## config.mk

```make
export PLATFORM = sky130hd
export DESIGN_NAME = lsisc_top
export DESIGN_NICKNAME = d
export VERILOG_FILES = /design/src/lsisc_pkg.sv /design/src/lsisc_strap_capture.sv /design/src/lsisc_blink_timer.sv /design/src/lsisc_top.sv
export SDC_FILE = /design/constraint.sdc
export NUM_CORES = 1
export LEC_CHECK = 0
export ABC_AREA = 1
export ABC_CLOCK_PERIOD_IN_PS = 1900
export CORE_MARGIN = 8
export CORE_UTILIZATION = 40
export DETAILED_ROUTE_END_ITERATION = 16
export DONT_BUFFER_PORTS = 1
export GPL_TIMING_DRIVEN = 0
export HOLD_SLACK_MARGIN = 0.06
export PLACE_DENSITY_LB_ADDON = 0.15
export RECOVER_POWER = 50
export REMOVE_ABC_BUFFERS = 1
export SYNTH_ARGS = -nofsm -noshare
export SYNTH_HDL_FRONTEND = slang
export SYNTH_SLANG_ARGS = --single-unit
```

## constraint.sdc

```tcl
create_clock -name SYS_CLK -period 1.9 [get_ports SYS_CLK]
set_clock_uncertainty 0.2 [all_clocks]
set_input_delay 0.38 -clock SYS_CLK [delete_from_list [all_inputs] [get_ports SYS_CLK]]
set_output_delay 0.38 -clock SYS_CLK [all_outputs]
set_load 0.02 [all_outputs]
```

## src/lsisc_pkg.sv

```systemverilog
// package: constants, layouts and carriers for link status and straps
package lsisc_pkg;

    // ------------------------------------------------------------
    // timing
    // ------------------------------------------------------------
    localparam int unsigned CLK_FREQ_HZ = 200_000_000;
    localparam int unsigned BLINK_INTERVAL_MS = 200;
    localparam int unsigned BLINK_CYCLES =
        (CLK_FREQ_HZ / 1000) * BLINK_INTERVAL_MS;

    // ------------------------------------------------------------
    // ports and pins
    // ------------------------------------------------------------
    localparam int unsigned NUM_PORTS = 6;
    localparam int unsigned GPIO_SEL_W = 5;
    localparam logic [4:0] GPIO_SEL_INDICATOR = 5'h0B;
    localparam int unsigned STRAP_TEST_BIT = 0;
    localparam int unsigned STRAP_DEBUG_BIT = 1;
    localparam int unsigned STRAP_IND_DIS_BIT = 3;

    // ------------------------------------------------------------
    // register offsets
    // ------------------------------------------------------------
    localparam logic [7:0] CONTROL_OFS = 8'h00;
    localparam logic [7:0] STRAP_STATUS_OFS = 8'h04;
    localparam logic [7:0] LINK_STATUS_OFS = 8'h08;
    localparam logic [7:0] CAPABILITY_OFS = 8'h0C;
    localparam int unsigned REG_ADDR_W = 8;

    // ------------------------------------------------------------
    // field positions and reset values
    // ------------------------------------------------------------
    localparam int unsigned CTRL_GPIO_SEL_LSB = 0;
    localparam logic [4:0] CTRL_GPIO_SEL_RST = 5'h0B;
    localparam int unsigned ST_TEST_POS = 0;
    localparam int unsigned ST_DEBUG_DIS_POS = 1;
    localparam int unsigned ST_IND_DIS_POS = 3;
    localparam int unsigned ST_VC1_POS = 8;
    localparam int unsigned ST_RXPOL_POS = 9;
    localparam int unsigned ST_PAYLOAD_POS = 10;
    localparam int unsigned ST_CAPTURED_POS = 16;
    localparam int unsigned LS_IND_LSB = 0;
    localparam int unsigned LS_UP_LSB = 8;
    localparam int unsigned LS_FAST_LSB = 16;
    localparam int unsigned LS_VALID_POS = 24;
    localparam int unsigned LS_PHASE_POS = 25;
    localparam int unsigned CAP_VC1_POS = 0;
    localparam int unsigned CAP_SHARE_POS = 1;
    localparam int unsigned CAP_POLDET_POS = 2;
    localparam int unsigned CAP_DEBUG_POS = 3;
    localparam int unsigned CAP_MPS_LSB = 4;
    localparam logic [2:0] MPS_256B = 3'h1;
    localparam logic [2:0] MPS_512B = 3'h2;

    // ------------------------------------------------------------
    // carriers
    // ------------------------------------------------------------
    typedef struct packed {
        logic test_strap;
        logic debug_mode_disable_strap;
        logic indicator_output_disable;
        logic second_virtual_channel_enable;
        logic receive_polarity_detect_disable;
        logic large_payload_select;
    } lsisc_strap_s;

    typedef struct packed {
        logic second_vc_offered;
        logic vc_sharing_available;
        logic polarity_detect_enabled;
        logic debug_mode;
        logic [2:0] max_payload_code;
    } lsisc_cfg_s;

endpackage

```

## src/lsisc_strap_capture.sv

```systemverilog
// module: one-time capture of strap levels after reset release
`timescale 1ns/1ps
module lsisc_strap_capture (
    input wire logic clk,
    input wire logic rst_b,
    input wire lsisc_pkg::lsisc_strap_s strap_pins,
    output lsisc_pkg::lsisc_strap_s strap_held,
    output logic captured
);

    // ------------------------------------------------------------
    // capture at first edge after release, then hold
    // ------------------------------------------------------------
    lsisc_pkg::lsisc_strap_s strap_reg;
    logic captured_reg;

    always_ff @(posedge clk or negedge rst_b) begin
        if (!rst_b) begin
            strap_reg <= '0;
        end else if (!captured_reg) begin
            strap_reg <= strap_pins;
        end
    end

    always_ff @(posedge clk or negedge rst_b) begin
        if (!rst_b) begin
            captured_reg <= 1'b0;
        end else begin
            captured_reg <= 1'b1;
        end
    end

    assign strap_held = strap_reg;
    assign captured = captured_reg;

endmodule

```

## src/lsisc_blink_timer.sv

```systemverilog
// module: free-running blink phase generator
`timescale 1ns/1ps
module lsisc_blink_timer #(
    parameter int unsigned INTERVAL_CYCLES = lsisc_pkg::BLINK_CYCLES
) (
    input wire logic clk,
    input wire logic rst_b,
    output logic phase
);

    localparam int unsigned CNT_W = $clog2(INTERVAL_CYCLES);
    localparam logic [CNT_W-1:0] LAST = CNT_W'(INTERVAL_CYCLES - 1);

    generate
        if (INTERVAL_CYCLES < 2) begin : g_bad
            $error("blink interval must be at least two cycles");
        end
    endgenerate

    // ------------------------------------------------------------
    // interval counter and phase toggle
    // ------------------------------------------------------------
    logic [CNT_W-1:0] cnt_reg;
    logic phase_reg;

    always_ff @(posedge clk or negedge rst_b) begin
        if (!rst_b) begin
            cnt_reg <= '0;
        end else if (cnt_reg == LAST) begin
            cnt_reg <= '0;
        end else begin
            cnt_reg <= cnt_reg + CNT_W'(1);
        end
    end

    always_ff @(posedge clk or negedge rst_b) begin
        if (!rst_b) begin
            phase_reg <= 1'b1;
        end else if (cnt_reg == LAST) begin
            phase_reg <= ~phase_reg;
        end
    end

    assign phase = phase_reg;

endmodule

```

## src/lsisc_top.sv

```systemverilog
// module: link status indicators, strap configuration and ahb-lite regs
`timescale 1ns/1ps
module lsisc_top #(
    parameter int unsigned BLINK_CYCLES = lsisc_pkg::BLINK_CYCLES,
    parameter int unsigned NUM_PORTS = lsisc_pkg::NUM_PORTS
) (
    input wire logic SYS_CLK,
    input wire logic RST_B,
    // ahb-lite slave
    input wire logic HSEL,
    input wire logic [31:0] HADDR,
    input wire logic [1:0] HTRANS,
    input wire logic HWRITE,
    input wire logic [2:0] HSIZE,
    input wire logic [31:0] HWDATA,
    input wire logic HREADY,
    output logic [31:0] HRDATA,
    output logic HREADYOUT,
    output logic HRESP,
    // link state from each port
    input wire logic [NUM_PORTS-1:0] LINK_UP,
    input wire logic [NUM_PORTS-1:0] LINK_FAST,
    // indicator pins, shared with straps during init
    input wire logic [NUM_PORTS-1:0] LINK_STATE_INDICATOR_I,
    output logic [NUM_PORTS-1:0] LINK_STATE_INDICATOR_O,
    output logic [NUM_PORTS-1:0] LINK_STATE_INDICATOR_OE_B,
    // dedicated strap pins
    input wire logic SECOND_VIRTUAL_CHANNEL_ENABLE,
    input wire logic RECEIVE_POLARITY_DETECT_DISABLE,
    input wire logic LARGE_PAYLOAD_SELECT,
    // configuration derived from straps
    output logic SECOND_VC_OFFERED,
    output logic VC_SHARING_AVAILABLE,
    output logic POLARITY_DETECT_ENABLED,
    output logic DEBUG_MODE,
    output logic [2:0] MAX_PAYLOAD_CODE
);

    generate
        if (NUM_PORTS != 6) begin : g_bad_ports
            $error("indicator layout serves exactly six ports");
        end
    endgenerate

    // ------------------------------------------------------------
    // helper functions
    // ------------------------------------------------------------
    function automatic logic is_offset(
        input logic [lsisc_pkg::REG_ADDR_W-1:0] addr,
        input logic [lsisc_pkg::REG_ADDR_W-1:0] ofs
    );
        is_offset = (addr == ofs);
    endfunction

    function automatic logic indicator_level(
        input logic up,
        input logic fast,
        input logic phase
    );
        if (!up) begin
            indicator_level = 1'b1;
        end else if (fast) begin
            indicator_level = 1'b0;
        end else begin
            indicator_level = phase;
        end
    endfunction

    // ------------------------------------------------------------
    // strap capture
    // ------------------------------------------------------------
    lsisc_pkg::lsisc_strap_s strap_pins;
    lsisc_pkg::lsisc_strap_s strap_held;
    logic straps_captured;

    always_comb begin
        strap_pins.test_strap =
            LINK_STATE_INDICATOR_I[lsisc_pkg::STRAP_TEST_BIT];
        strap_pins.debug_mode_disable_strap =
            LINK_STATE_INDICATOR_I[lsisc_pkg::STRAP_DEBUG_BIT];
        strap_pins.indicator_output_disable =
            LINK_STATE_INDICATOR_I[lsisc_pkg::STRAP_IND_DIS_BIT];
        strap_pins.second_virtual_channel_enable =
            SECOND_VIRTUAL_CHANNEL_ENABLE;
        strap_pins.receive_polarity_detect_disable =
            RECEIVE_POLARITY_DETECT_DISABLE;
        strap_pins.large_payload_select = LARGE_PAYLOAD_SELECT;
    end

    lsisc_strap_capture i_lsisc_strap_capture (
        .clk(SYS_CLK),
        .rst_b(RST_B),
        .strap_pins(strap_pins),
        .strap_held(strap_held),
        .captured(straps_captured)
    );

    // ------------------------------------------------------------
    // configuration from straps
    // ------------------------------------------------------------
    lsisc_pkg::lsisc_cfg_s cfg_next;
    lsisc_pkg::lsisc_cfg_s cfg_reg;

    always_comb begin
        cfg_next.second_vc_offered =
            strap_held.second_virtual_channel_enable;
        cfg_next.vc_sharing_available =
            ~strap_held.second_virtual_channel_enable;
        cfg_next.polarity_detect_enabled =
            ~strap_held.receive_polarity_detect_disable;
        cfg_next.debug_mode = ~strap_held.debug_mode_disable_strap;
        cfg_next.max_payload_code = strap_held.large_payload_select ?
            lsisc_pkg::MPS_512B : lsisc_pkg::MPS_256B;
    end

    always_ff @(posedge SYS_CLK or negedge RST_B) begin
        if (!RST_B) begin
            cfg_reg <= '0;
        end else if (straps_captured) begin
            cfg_reg <= cfg_next;
        end
    end

    assign SECOND_VC_OFFERED = cfg_reg.second_vc_offered;
    assign VC_SHARING_AVAILABLE = cfg_reg.vc_sharing_available;
    assign POLARITY_DETECT_ENABLED = cfg_reg.polarity_detect_enabled;
    assign DEBUG_MODE = cfg_reg.debug_mode;
    assign MAX_PAYLOAD_CODE = cfg_reg.max_payload_code;

    // ------------------------------------------------------------
    // blink timing
    // ------------------------------------------------------------
    logic blink_phase;

    lsisc_blink_timer #(
        .INTERVAL_CYCLES(BLINK_CYCLES)
    ) i_lsisc_blink_timer (
        .clk(SYS_CLK),
        .rst_b(RST_B),
        .phase(blink_phase)
    );

    // ------------------------------------------------------------
    // ahb-lite address phase
    // ------------------------------------------------------------
    logic [lsisc_pkg::GPIO_SEL_W-1:0] gpio_sel_reg;
    logic [lsisc_pkg::REG_ADDR_W-1:0] wr_addr_reg;
    logic wr_pend_reg;
    logic [31:0] rdata_reg;
    logic [31:0] rdata_next;
    logic [NUM_PORTS-1:0] ind_level_reg;
    logic indicators_valid;
    logic access;
    logic [lsisc_pkg::REG_ADDR_W-1:0] req_addr;

    assign access = HSEL & HTRANS[1] & HREADY;
    assign req_addr = HADDR[lsisc_pkg::REG_ADDR_W-1:0];

    always_ff @(posedge SYS_CLK or negedge RST_B) begin
        if (!RST_B) begin
            wr_pend_reg <= 1'b0;
        end else begin
            wr_pend_reg <= access & HWRITE & (HSIZE == 3'h2);
        end
    end

    always_ff @(posedge SYS_CLK or negedge RST_B) begin
        if (!RST_B) begin
            wr_addr_reg <= '0;
        end else if (access) begin
            wr_addr_reg <= req_addr;
        end
    end

    // ------------------------------------------------------------
    // read data, sampled in the address phase
    // ------------------------------------------------------------
    always_comb begin
        rdata_next = 32'h0000_0000;
        if (is_offset(req_addr, lsisc_pkg::CONTROL_OFS)) begin
            rdata_next[lsisc_pkg::CTRL_GPIO_SEL_LSB +: lsisc_pkg::GPIO_SEL_W]
                = gpio_sel_reg;
        end else if (is_offset(req_addr, lsisc_pkg::STRAP_STATUS_OFS)) begin
            rdata_next[lsisc_pkg::ST_TEST_POS] = strap_held.test_strap;
            rdata_next[lsisc_pkg::ST_DEBUG_DIS_POS] =
                strap_held.debug_mode_disable_strap;
            rdata_next[lsisc_pkg::ST_IND_DIS_POS] =
                strap_held.indicator_output_disable;
            rdata_next[lsisc_pkg::ST_VC1_POS] =
                strap_held.second_virtual_channel_enable;
            rdata_next[lsisc_pkg::ST_RXPOL_POS] =
                strap_held.receive_polarity_detect_disable;
            rdata_next[lsisc_pkg::ST_PAYLOAD_POS] =
                strap_held.large_payload_select;
            rdata_next[lsisc_pkg::ST_CAPTURED_POS] = straps_captured;
        end else if (is_offset(req_addr, lsisc_pkg::LINK_STATUS_OFS)) begin
            rdata_next[lsisc_pkg::LS_IND_LSB +: 6] = ind_level_reg;
            rdata_next[lsisc_pkg::LS_UP_LSB +: 6] = LINK_UP;
            rdata_next[lsisc_pkg::LS_FAST_LSB +: 6] = LINK_FAST;
            rdata_next[lsisc_pkg::LS_VALID_POS] = indicators_valid;
            rdata_next[lsisc_pkg::LS_PHASE_POS] = blink_phase;
        end else if (is_offset(req_addr, lsisc_pkg::CAPABILITY_OFS)) begin
            rdata_next[lsisc_pkg::CAP_VC1_POS] = cfg_reg.second_vc_offered;
            rdata_next[lsisc_pkg::CAP_SHARE_POS] =
                cfg_reg.vc_sharing_available;
            rdata_next[lsisc_pkg::CAP_POLDET_POS] =
                cfg_reg.polarity_detect_enabled;
            rdata_next[lsisc_pkg::CAP_DEBUG_POS] = cfg_reg.debug_mode;
            rdata_next[lsisc_pkg::CAP_MPS_LSB +: 3] =
                cfg_reg.max_payload_code;
        end
    end

    always_ff @(posedge SYS_CLK or negedge RST_B) begin
        if (!RST_B) begin
            rdata_reg <= 32'h0000_0000;
        end else if (access & ~HWRITE) begin
            rdata_reg <= rdata_next;
        end
    end

    assign HRDATA = rdata_reg;
    assign HREADYOUT = 1'b1;
    assign HRESP = 1'b0;

    // ------------------------------------------------------------
    // control register write, data phase
    // ------------------------------------------------------------
    always_ff @(posedge SYS_CLK or negedge RST_B) begin
        if (!RST_B) begin
            gpio_sel_reg <= lsisc_pkg::CTRL_GPIO_SEL_RST;
        end else if (wr_pend_reg &&
                     is_offset(wr_addr_reg, lsisc_pkg::CONTROL_OFS)) begin
            gpio_sel_reg <= HWDATA[lsisc_pkg::CTRL_GPIO_SEL_LSB +:
                                   lsisc_pkg::GPIO_SEL_W];
        end
    end

    // ------------------------------------------------------------
    // indicator generation
    // ------------------------------------------------------------
    assign indicators_valid = straps_captured &
        ~strap_held.indicator_output_disable &
        (gpio_sel_reg == lsisc_pkg::GPIO_SEL_INDICATOR);

    genvar p;
    generate
        for (p = 0; p < NUM_PORTS; p++) begin : g_port
            always_ff @(posedge SYS_CLK or negedge RST_B) begin
                if (!RST_B) begin
                    ind_level_reg[p] <= 1'b1;
                end else begin
                    ind_level_reg[p] <= indicator_level(
                        LINK_UP[p], LINK_FAST[p], blink_phase);
                end
            end

            always_ff @(posedge SYS_CLK or negedge RST_B) begin
                if (!RST_B) begin
                    LINK_STATE_INDICATOR_OE_B[p] <= 1'b1;
                end else begin
                    LINK_STATE_INDICATOR_OE_B[p] <= ~indicators_valid;
                end
            end
        end
    endgenerate

    assign LINK_STATE_INDICATOR_O = ind_level_reg;

endmodule

```

==> summary by stage, run 1 <==
STA
Setup violations remaining at the end of the flow were counted as 0. For the pin with the worst max-slew slack, the measured transition is 0.663 ns. Headroom to the max-slew limit came out at 0.557. Setup repair after global routing left no endpoint under its margin.

Timing would allow up to 563 MHz. The number of max-slew violations in the final report was 0. The final hold violation count is 81.

The smallest setup slack after layout is 0.125 ns. In the finished design, the share of the clock period the worst path needs comes to 0.934. The final critical delay including setup and external delays is 1.77 ns. The worst hold slack across all endpoints is -0.502 ns.

GRT
The number of global-route vias before repair is 3345. The total congestion overflow is 0. The maximum number of pins on one net before global-route repair is 82. The number of antenna violations at the first check in global routing came to 0. The global-route wire length before repair is 16300 um. Across every metal layer, demand over resource in global routing totals 0.153.

Cells and area
Of the cells placed in the final design, the portion with a size suffix greater than 1 is 0.108. With fillers left out, the area of the finished cells amounts to 0.00487 mm^2. The net count reported at finish is 666. Counting the fill cells in the layout gives 1003. The register with the most flip-flops in the layout has 26 of them.

The antenna diode count is 0. Compared with the post-synthesis result, the final layout area differs by 19.1%.

Synthesis
The post-synthesis instance area is 0.00409 mm^2. The proportion of synthesized flip-flops having asynchronous set or reset is 1.00. The cell with the most instances after synthesis is nand2_1. Synthesis produced 523 cells. The sequential element share of the synthesized area is 0.499. After synthesis the netlist holds a flip-flop and latch count of 81. The flip-flop cell with the highest count after synthesis is dfrtp_1. Of the post-synthesis cell area, the dominant cell type holds 0.429. The number of distinct library cell variants in the gate-level netlist after synthesis is 29. Yosys mapped a number of flops with a built-in enable equal to 0. The post-synthesis cell type with the largest combined area is dfrtp_1. The commonest cells after synthesis are 187 x nand2_1, 70 x dfrtp_1, 69 x nor2_1, 50 x inv_1, 34 x nand3_1.

Sorting the synthesized cells by area gives the leading types as dfrtp_1 43%, nand2_1 17%, dfstp_2 7.1%, nor2_1 6.3%, inv_1 4.6%. The number of warnings printed during yosys synthesis is 0. Each instance of the synthesized netlist takes up on average 7.81 um^2.

Power
The ratio of total power to cell area is 704 mW/mm^2. VDD sags by at most 0.323 mV. Summed over all cells, the static leakage comes to 0.00240 uW.

Worst setup path
The sort of element at the end of the critical path is an output pin. The critical register-to-register path endpoint is i_lsisc_blink_timer.cnt_reg[25]$_DFF_PN0_. The worst reg-to-reg path cell count is 9.

The worst setup path is launched from a flip-flop. The arrival time of the worst setup path is 1.19 ns. Setup slack on the worst reg-to-reg path comes out at 0.17 ns. The data required time of the worst path is 1.32 ns. The worst setup path is of the flip-flop to output pin kind. The startpoint of the worst-slack reg-to-reg timing path is i_lsisc_blink_timer.cnt_reg[0]$_DFF_PN0_. In this run the worst path has a maximum fanout of 6.

Outcome
The flow ran to the end, but the final reports show violations. The checks that failed: hold timing.

Clock tree
CTS saw 81 sinks. The clock passes through at most 2 buffers. The clock buffer count from CTS is 9.

The tree is rooted in a clkbuf_8. TritonCTS built the clock tree. The H-tree was split into 3 levels. The clock input transition at the sequential cells of the worst setup and hold paths is 0.10 ns. At the later pin of the worst-skew pair, clock insertion delay measures 0.36 ns. In this run, post-CTS hold repair placed 40 buffers.

Run
Across the run, the number of max-cap violations was 0.

Detailed routing
The detail-routed via count per cell is 4.61. Dividing the detail-routed wire length by the instance count gives 14.3 um. The final layout contains routed wiring with a total length of 10100 um. Before antenna repair, the detailed router went through 4 iterations. The remaining antenna violation count after routing is 0. Detailed routing inserted a total of 3277 vias. The first routing iteration left 215 violations. The number of design rule violations left after detail routing is 0.

Die
Measured along the x axis, the die boundary spans 117 um. The height of the die is 117 um. The area of the core is 0.0101 mm^2.

For this configuration, the core starts out at a cell density of 0.403. In this run the count of I/O pins placed on the die edge is 148. The floorplan has 37 rows. The area of the die is 0.0137 mm^2.

Placement
The global placement routability congestion is 0.870. Port buffering added 0 buffers. The instance area after placement is 0.00411 mm^2. Timing analysis after detailed placement gives a worst setup slack of -0.604 ns. The HPWL after detailed placement is 7120 um.

Min path
The kind of path behind the tightest hold check is input pin to asynchronous set/reset pin.
==> power by group <==
part | total [uW] | switching, uW | internal, uW
logic | 214 | 114 | 100
clock network | 1330 | 695 | 632
registers | 1890 | 85.8 | 1800
total | 3430 | 895 | 2530
==> metrics by stage <==
stage | power [uW] | std cells | util | hold WS (ns) | TNS (ns)
after floorplan | 2010 | 508 | - | -0.116 | -6.81
after detailed placement | 2060 | 645 | 0.405 | -0.112 | -11.75
after CTS | 3460 | 703 | 0.470 | -0.516 | 0
after global routing | 3570 | 711 | 0.480 | -0.531 | 0
after global placement | 2050 | 644 | 0.404 | -0.113 | -25.70
final | 3430 | 711 | 0.480 | -0.502 | 0
==> layout make-up <==
| cell class | instances | area [um^2] | share of cell area |
|---|---|---|---|
| inverters | 52 | 196 | 0.0404 |
| clock buffers | 9 | 124 | 0.0255 |
| flip-flops and latches | 81 | 2050 | 0.420 |
| repair buffers | 51 | 537 | 0.110 |
| clock inverters | 7 | 83.8 | 0.0172 |
| multi-input cells | 375 | 1710 | 0.351 |
| well taps | 136 | 170 | 0.0350 |
==> how the worst max path moves through the flow <==
stage               slack [ns]                                      from  cells past startpoint                                   endpoint
floorplan                -0.41                                    HREADY                      7                      HRDATA[0]$_DFFE_PN0P_
global placement         -1.32                                    HREADY                      7                      HRDATA[1]$_DFFE_PN0P_
detailed placement       -0.60                                    HREADY                      8                      HRDATA[1]$_DFFE_PN0P_
CTS                      0.008    LINK_STATE_INDICATOR_OE_B[5]$_DFF_PN1_                      0               LINK_STATE_INDICATOR_OE_B[2]
global route              0.06  i_lsisc_blink_timer.cnt_reg[0]$_DFF_PN0_                      9  i_lsisc_blink_timer.cnt_reg[25]$_DFF_PN0_
finish                    0.13    LINK_STATE_INDICATOR_OE_B[5]$_DFF_PN1_                      0               LINK_STATE_INDICATOR_OE_B[2]
==> cell usage in the layout, fill, tap and decap left out, types with 6 or more instances in the layout <==
| master | instances |
|---|---|
| nor2_2 | 10 |
| nand2_1 | 187 |
| conb_1 | 16 |
| nor2_1 | 68 |
| dfrtp_1 | 69 |
| nand3_1 | 34 |
| xor2_1 | 14 |
| o21ai_0 | 22 |
| dfstp_2 | 10 |
| dlygate4sd3_1 | 40 |
| buf_4 | 6 |
| clkbuf_8 | 9 |
| inv_1 | 50 |
==> cell families after synthesis <==
logic type | after synthesis | synth area share
simple gates | 314 | 0.324
flops | 81 | 0.499
buf+inv | 81 | 0.100
compound gates | 28 | 0.0367
xor+xnor | 15 | 0.0322
other cells | 2 | 0.00184
fa+ha+maj | 1 | 0.00306
mux | 1 | 0.00276
==> per-layer routing <==
layer,part of all wire,track usage,up-vias
met1,0.41,0.178,1535
met2,0.50,0.268,75
li1,-,-,1657
met4,0.011,0.0427,0
met5,0,0,-
met3,0.071,0.0452,10
==> repair_timing <==
action,CTS,global route
gates resized for setup,2,4
endpoints found under the hold margin,121,81
pin swaps,1,2
buffers inserted,2,8
setup endpoints to repair,34,40
Note: power is estimated with default switching activity, not from simulation.
==> run 2, diff against run 1 <==
CAP_MARGIN = 20   (was unset)
CORE_MARGIN = 3   (was 8)
PLACE_DENSITY_LB_ADDON = 0.08   (was 0.15)
==> summary by stage, run 2 (synthesis results as in run 1) <==
Die
The initial core utilization is 0.414 (+0.0112). The area of the die is 0.0115 mm^2 (-16%). The height of the die is 107 um (-8.5%). The number of top-level pins came to 148 (unchanged). The die outline width is 107 um (-8.5%). The number of placement rows is 36 (-2.7%).

The area of the core is 0.00986 mm^2 (-2.7%).

STA
The maximum clock frequency was 566 MHz (+0.36%). The number of max-slew violations in the final report is 0 (unchanged). The worst relative slew slack is 0.596 (+0.0390).

The worst hold slack across all endpoints is -0.486 ns (+0.0167 ns). The final setup violation count is 0 (unchanged). The slew at the pin closest to its max-slew limit is 0.603 ns (-0.0599 ns).

Setup repair after global routing left no endpoint under its margin. The final hold violation count is 81 (unchanged). The final clock period utilization by the worst path is 0.931 (-0.00336).

The final critical delay including setup and external delays came to 1.77 ns (-0.00639 ns).

Clock tree
The clock latency on the worst-skew pair is 0.36 ns (about the same). The CTS sink count is 81 (unchanged). The clock buffer count from CTS is 9 (unchanged). Clock tree synthesis selected as its root buffer the cell clkbuf_8. The number of buffers inserted for hold repair after clock tree synthesis was 45 (+13%). TritonCTS built the clock tree. The deepest clock path buffer count is 2 (unchanged). The maximum level of the CTS H-tree came to 3 (unchanged). The clock input transition at the sequential cells of the worst setup and hold paths is 0.08 ns (-0.02 ns).

Run
The total of max-cap violations is 0 (unchanged).

GRT
The total congestion overflow is 0 (unchanged). The maximum number of pins on one net before global-route repair is 82 (unchanged). The number of antenna violations at the first check in global routing came to 0 (unchanged). The global-route wire length before repair was 16000 um (-1.9%).

The number of global-route vias before repair came to 3247 (-2.9%). The overall routing resource usage is 0.179 (+0.0261).

Worst setup path
STA classifies the critical path endpoint as an output pin. The critical path in this run is classified as flip-flop to output pin. The startpoint kind of the worst setup timing path is a flip-flop.

The data required time of the worst path is 1.32 ns (about the same). The largest fanout on the critical path is 6 (unchanged). The arrival time of the worst setup path is 1.19 ns (about the same).

Detailed routing
The post-detailed-routing wire length is 9970 um (-1.7%). The remaining antenna violation count after routing is 0 (unchanged). The DRC violation total after the first TritonRoute iteration came to 216 (+0.47%). The iteration count of the initial detailed-routing pass is 5 (+1).

The number of design rule violations left after detail routing is 0 (unchanged). The detail-routed via count per cell is 4.59 (-0.48%). The routed wire length per instance is 14.1 um (-1.4%). The number of vias after detailed routing is 3252 (-0.76%).

Power
The leakage power total is 0.00241 uW (+0.32%). The ratio of total power to cell area was 761 mW/mm^2 (+8.0%). The maximum resistive drop on vdd is 0.491 mV (+52%).

Outcome
The run finished, with violations left. The final reports fail on hold timing.

Cells and area
The most common cell after layout, fill and taps aside is nand2_1. The footprint of the flip-flops and latches is 0.00205 mm^2 (unchanged). The post-route standard cell area excluding fillers is 0.00494 mm^2 (+1.6%). The layout cell share with drive strength beyond 1 was 0.102 (-0.00540). The antenna diode count is 0 (unchanged).

The net count reported at finish is 667 (+0.15%). The flip-flop count of the largest register after layout is 26 (unchanged). In the layout the commonest cells are 187 x nand2_1, 69 x dfrtp_1, 68 x nor2_1. The number of filler instances in the final layout came to 945 (-5.8%). The area of the multi-input gates is 0.00172 mm^2 (+0.81%). From synthesis to final layout, the design area changed by 21.0%.

Placement
The global placement routability congestion is 0.795 (-8.6%). The number of port buffers came to 0 (unchanged). The detailed placement HPWL is 6470 um (-9.1%).

The instance area after placement is 0.00410 mm^2 (-0.30%).

Min path
The path class of the tightest hold or removal check is input pin to asynchronous set/reset pin.
## run 2: changes by cell type in the layout (fill, tap and decap cells not counted), sizes merged
cell	delta
bufinv	+3
dlygate4sd3	+5
inv	-4
clkinvlp	+2
buf	-6
nor2	+1
## run 2: layout make-up
cell class	count	share of cell area
Clock buffer	9	0.0251
Clock inverter	7	0.0286
Inverter	52	0.0400
Multi-Input combinational cell	376	0.349
Sequential cell	81	0.414
Tap cell	133	0.0337
Timing Repair Buffer	50	0.109
Timing Repair inverter	1	0.00152
## run 2: power breakdown
part	internal [uW]	leakage [uW]	total, uW	switching [uW]
Sequential	1800	0.00103	1880	79.5
Clock	1010	0.000130	1670	659
Combinational	99.8	0.00125	214	114
Total	2910	0.00241	3760	853
## run 2: stage by stage
step | util | setup TNS (ns) | instances | setup slack [ns] | total power (uW)
finish | 0.501 | 0 | 709 | 0.132 | 3760
CTS | 0.493 | 0 | 705 | 0.00387 | 3800
detailed placement | 0.415 | -15.30 | 641 | -0.797 | 2050
global route | 0.501 | 0 | 709 | 0.0640 | 3910
global placement | 0.415 | -27.93 | 641 | -1.43 | 2050
floorplan | - | -6.81 | 508 | -0.408 | 2010
## run 2: what timing repair did
item	CTS	global route
gates resized for setup	2	6
cloned	1	1
endpoints found under the setup margin	34	33
pin swaps	2	2
hold endpoints to repair	123	81
setup buffers	2	3
## run 2: routing by layer
metal | GRT usage | vias to the layer above | wire length (um)
li1 | - | 1658 | -
met5 | 0 | - | 0
met1 | 0.240 | 1512 | 4760
met3 | 0.0506 | 10 | 554
met4 | 0.0539 | 0 | 123
met2 | 0.282 | 72 | 4530
## run 2: worst paths after layout
| check | from | to | slack [ns] | depth (start not counted) |
|---|---|---|---|---|
| min in group SYS_CLK | HADDR[2] | wr_addr_reg[2]$_DFFE_PN0N_ | 0.10 | 2 |
| setup reg to reg | i_lsisc_blink_timer.cnt_reg[0]$_DFF_PN0_ | i_lsisc_blink_timer.cnt_reg[25]$_DFF_PN0_ | 0.20 | 9 |
| hold / removal | RST_B | HRDATA[3]$_DFFE_PN0P_ | -0.49 | 0 |
| setup / recovery | LINK_STATE_INDICATOR_OE_B[5]$_DFF_PN1_ | LINK_STATE_INDICATOR_OE_B[5] | 0.13 | 0 |
| max in group asynchronous | RST_B | LINK_STATE_INDICATOR_O[2]$_DFF_PN1_ | 1.78 | 0 |
| hold reg to reg | i_lsisc_blink_timer.phase$_DFFE_PN1N_ | i_lsisc_blink_timer.phase$_DFFE_PN1N_ | 0.28 | 2 |
==> run 3, diff against run 2 <==
ABC_CLOCK_PERIOD_IN_PS = 2200   (was 1900)
CORE_UTILIZATION = 35   (was 40)
clock period = 2.2 ns   (was 1.9 ns; I/O delays follow)
==> summary by stage, run 3 (synthesis results as in run 1) <==
Worst setup path
STA classifies the critical path endpoint as a flip-flop. The arrival time of the worst setup path is 2.01 ns (+0.82 ns). STA classifies the critical path startpoint as a flip-flop. The startpoint-to-endpoint class of the critical path is flip-flop to flip-flop. Traced cell by cell, the critical path runs through ha_1 > nand3_2 > inv_2 > nand2_4 > clkinv_2 > nand2_4 > nor2_8 > nor2_1. In this design, the critical path's most frequently occurring cell is nand2_4. The data required time of the worst path is 2.21 ns (+0.89 ns). The critical register-to-register path endpoint is i_lsisc_blink_timer.cnt_reg[9]$_DFF_PN0_. The worst reg-to-reg path cell count came to 8 (-1). The startpoint of the worst-slack reg-to-reg timing path is i_lsisc_blink_timer.cnt_reg[0]$_DFF_PN0_.

The largest fanout on the critical path is 14 (+8). The worst reg-to-reg setup slack is 0.20 ns (about the same). The cell with the largest stage delay on the worst path is dfrtp_1.

On the worst path, the slowest cell contributes a delay of 0.44 ns.

GRT
The number of global-route vias before repair is 3286 (+1.2%). The global-route wire length before repair is 16300 um (+1.7%). The overall routing resource usage is 0.159 (-0.0205). The number of antenna violations at the first check in global routing is 0 (unchanged).

The total congestion overflow is 0 (unchanged). The maximum number of pins on one net before global-route repair is 82 (unchanged).

Detailed routing
The remaining antenna violation count after routing is 0 (unchanged). The number of design rule violations left after detail routing is 0 (unchanged). The iteration count of the initial detailed-routing pass is 4 (-1). The DRC violation total after the first TritonRoute iteration came to 178 (-18%).

The post-detailed-routing wire length is 9660 um (-3.1%). The detail-routed via count per cell is 4.56 (-0.51%). The routed wire length per instance came to 13.8 um (-2.0%). The number of vias after detailed routing is 3199 (-1.6%).

Clock tree
The deepest clock path buffer count is 2 (unchanged). The number of buffers inserted for hold repair after clock tree synthesis is 36 (-20%). The clock input transition at the sequential cells of the worst setup and hold paths came to 0.07 ns (about the same). Clock tree synthesis selected as its root buffer the cell clkbuf_16.

The maximum level of the CTS H-tree is 3 (unchanged). The clock buffer count from CTS came to 9 (unchanged). The CTS sink count is 81 (unchanged).

The clock latency on the worst-skew pair is 0.34 ns (-0.02 ns). The CTS tree is yes.

STA
Of the available clock period, the critical path in the final layout requires 0.911. The slew at the pin closest to its max-slew limit is 0.640 ns (+0.0368 ns). The worst hold slack across all endpoints is -0.403 ns (+0.0824 ns). The final hold violation count came to 81 (unchanged).

The final setup TNS came to 0 ns (unchanged). Subtracting the final worst setup slack from the clock period gives 2.00 ns. The number of max-slew violations in the final report is 0 (unchanged). Setup repair after global routing left no endpoint under its margin. The maximum clock frequency is 499 MHz. The final setup violation count is 0 (unchanged). The worst relative slew slack is 0.573 (-0.0235).

Power
The leakage power total is 0.00236 uW (-1.9%). The ratio of total power to cell area came to 699 mW/mm^2 (-8.1%). The power share of the combinational group came to 0.051 (-0.006).

The share of total power in sequential cells is 0.487 (-0.013). The maximum resistive drop on vdd is 0.312 mV (-36%). The switching power of the nets came to 789 uW (-7.5%).

The internal power contribution came to 2560 uW (-12%). The switching portion of total power is 0.236 (+0.00911). The relative contribution of the clock network to total power is 0.461 (+0.018).

Cells and area
The area growth from synthesis to layout is 17.1%. The net count reported at finish is 652 (-2.2%). The flip-flop count of the largest register after layout is 26 (unchanged).

The area of the multi-input gates is 0.00170 mm^2 (-1.5%). The number of filler instances in the final layout was 1168 (+24%). The most common cell after layout, fill and taps aside is nand2_1. The antenna diode count came to 0 (unchanged). The layout cell share with drive strength beyond 1 is 0.0873 (-0.0151). The count of placed standard cells in the final layout, fillers left out is 701 (-1.1%). The footprint of the flip-flops and latches is 0.00204 mm^2 (-0.24%).

The library cells used most frequently in the layout, excluding fill and tap cells, are 187 x nand2_1, 70 x dfrtp_1, 68 x nor2_1.

Die
The area of the die is 0.0130 mm^2 (+13%). The initial core utilization came to 0.367 (-0.0470). The number of top-level pins is 148 (unchanged). The height of the die is 114 um (+6.5%). The number of placement rows is 38 (+5.6%). The area of the core is 0.0111 mm^2 (+13%). The die outline width is 114 um (+6.5%).

Min path
In this run the worst hold path is classified as input pin to asynchronous set/reset pin.

Placement
The detailed placement HPWL came to 6870 um (+6.2%). The cell total after placement was 649 (+1.2%). The number of port buffers is 0 (unchanged). The global placement routability congestion is 0.785 (-1.3%).

Outcome
The checks that failed: hold timing. The flow ran to the end, but the final reports show violations.

Run
The total of max-cap violations is 0 (unchanged).
-- run 3: what timing repair did --
item	CTS	global route
endpoints found under the hold margin	113	81
setup endpoints to repair	2	1
resized for setup	1	1
setup buffers	0	0
-- run 3: power by group through the flow --
stage / Combinational (uW) / Clock [uW] / Sequential [uW]
3_3_place_gp: 116 / 0 / 1650
6_report: 172 / 1540 / 1630
5_1_grt: 198 / 1660 / 1640
3_5_place_dp: 119 / 0 / 1660
2_1_floorplan: 99.6 / 0 / 1640
4_1_cts: 172 / 1590 / 1630
-- run 3: worst max path at each step --
stage	start	endpoint	depth (start not counted)	slack (ns)
6_report	i_lsisc_blink_timer.cnt_reg[0]$_DFF_PN0_	i_lsisc_blink_timer.cnt_reg[9]$_DFF_PN0_	8	0.20
5_1_grt	i_lsisc_blink_timer.cnt_reg[0]$_DFF_PN0_	i_lsisc_blink_timer.phase$_DFFE_PN1N_	9	0.01
2_1_floorplan	HREADY	HRDATA[0]$_DFFE_PN0P_	7	-0.17
4_1_cts	i_lsisc_blink_timer.cnt_reg[0]$_DFF_PN0_	i_lsisc_blink_timer.cnt_reg[9]$_DFF_PN0_	8	0.14
3_3_place_gp	HREADY	HRDATA[0]$_DFFE_PN0P_	7	-1.11
3_5_place_dp	HREADY	HRDATA[3]$_DFFE_PN0P_	8	-0.37
-- run 3: cell type report --
| cell class | instances | area share |
|---|---|---|
| clock buffers | 11 | 0.0507 |
| clock inverters | 5 | 0.0133 |
| inverters | 52 | 0.0411 |
| multi-input cells | 375 | 0.355 |
| flip-flops and latches | 81 | 0.427 |
| well taps | 140 | 0.0366 |
| repair buffers | 37 | 0.0769 |
-- run 3: routing by layer --
metal / global-route usage / up-vias / wire (um)
met5: 0 / - / 0
met4: 0.0681 / 0 / 172
met3: 0.0333 / 13 / 524
met2: 0.245 / 81 / 4230
met1: 0.216 / 1472 / 4730
li1: - / 1633 / -
-- run 3: worst max-delay path, delay by kind of cell, from the launching register on --
family                     cells  cell delay (ns)
and+or+nand+nor                5             0.70
DFF                            1             0.44
adders and majority gates      1             0.34
buffers and inverters          2             0.19
-- run 3: stage by stage --
step / worst slack [ns] / hold slack [ns] / power (uW) / area (um^2) / util
after floorplan: -0.168 / -0.0556 / 1740 / 3930 / -
after CTS: 0.139 / -0.421 / 3400 / 4780 / 0.429
after global placement: -1.11 / -0.0510 / 1770 / 4100 / 0.369
after detailed placement: -0.365 / -0.0521 / 1780 / 4110 / 0.369
after global routing: 0.0118 / -0.424 / 3500 / 4780 / 0.430
final: 0.196 / -0.403 / 3340 / 4780 / 0.430
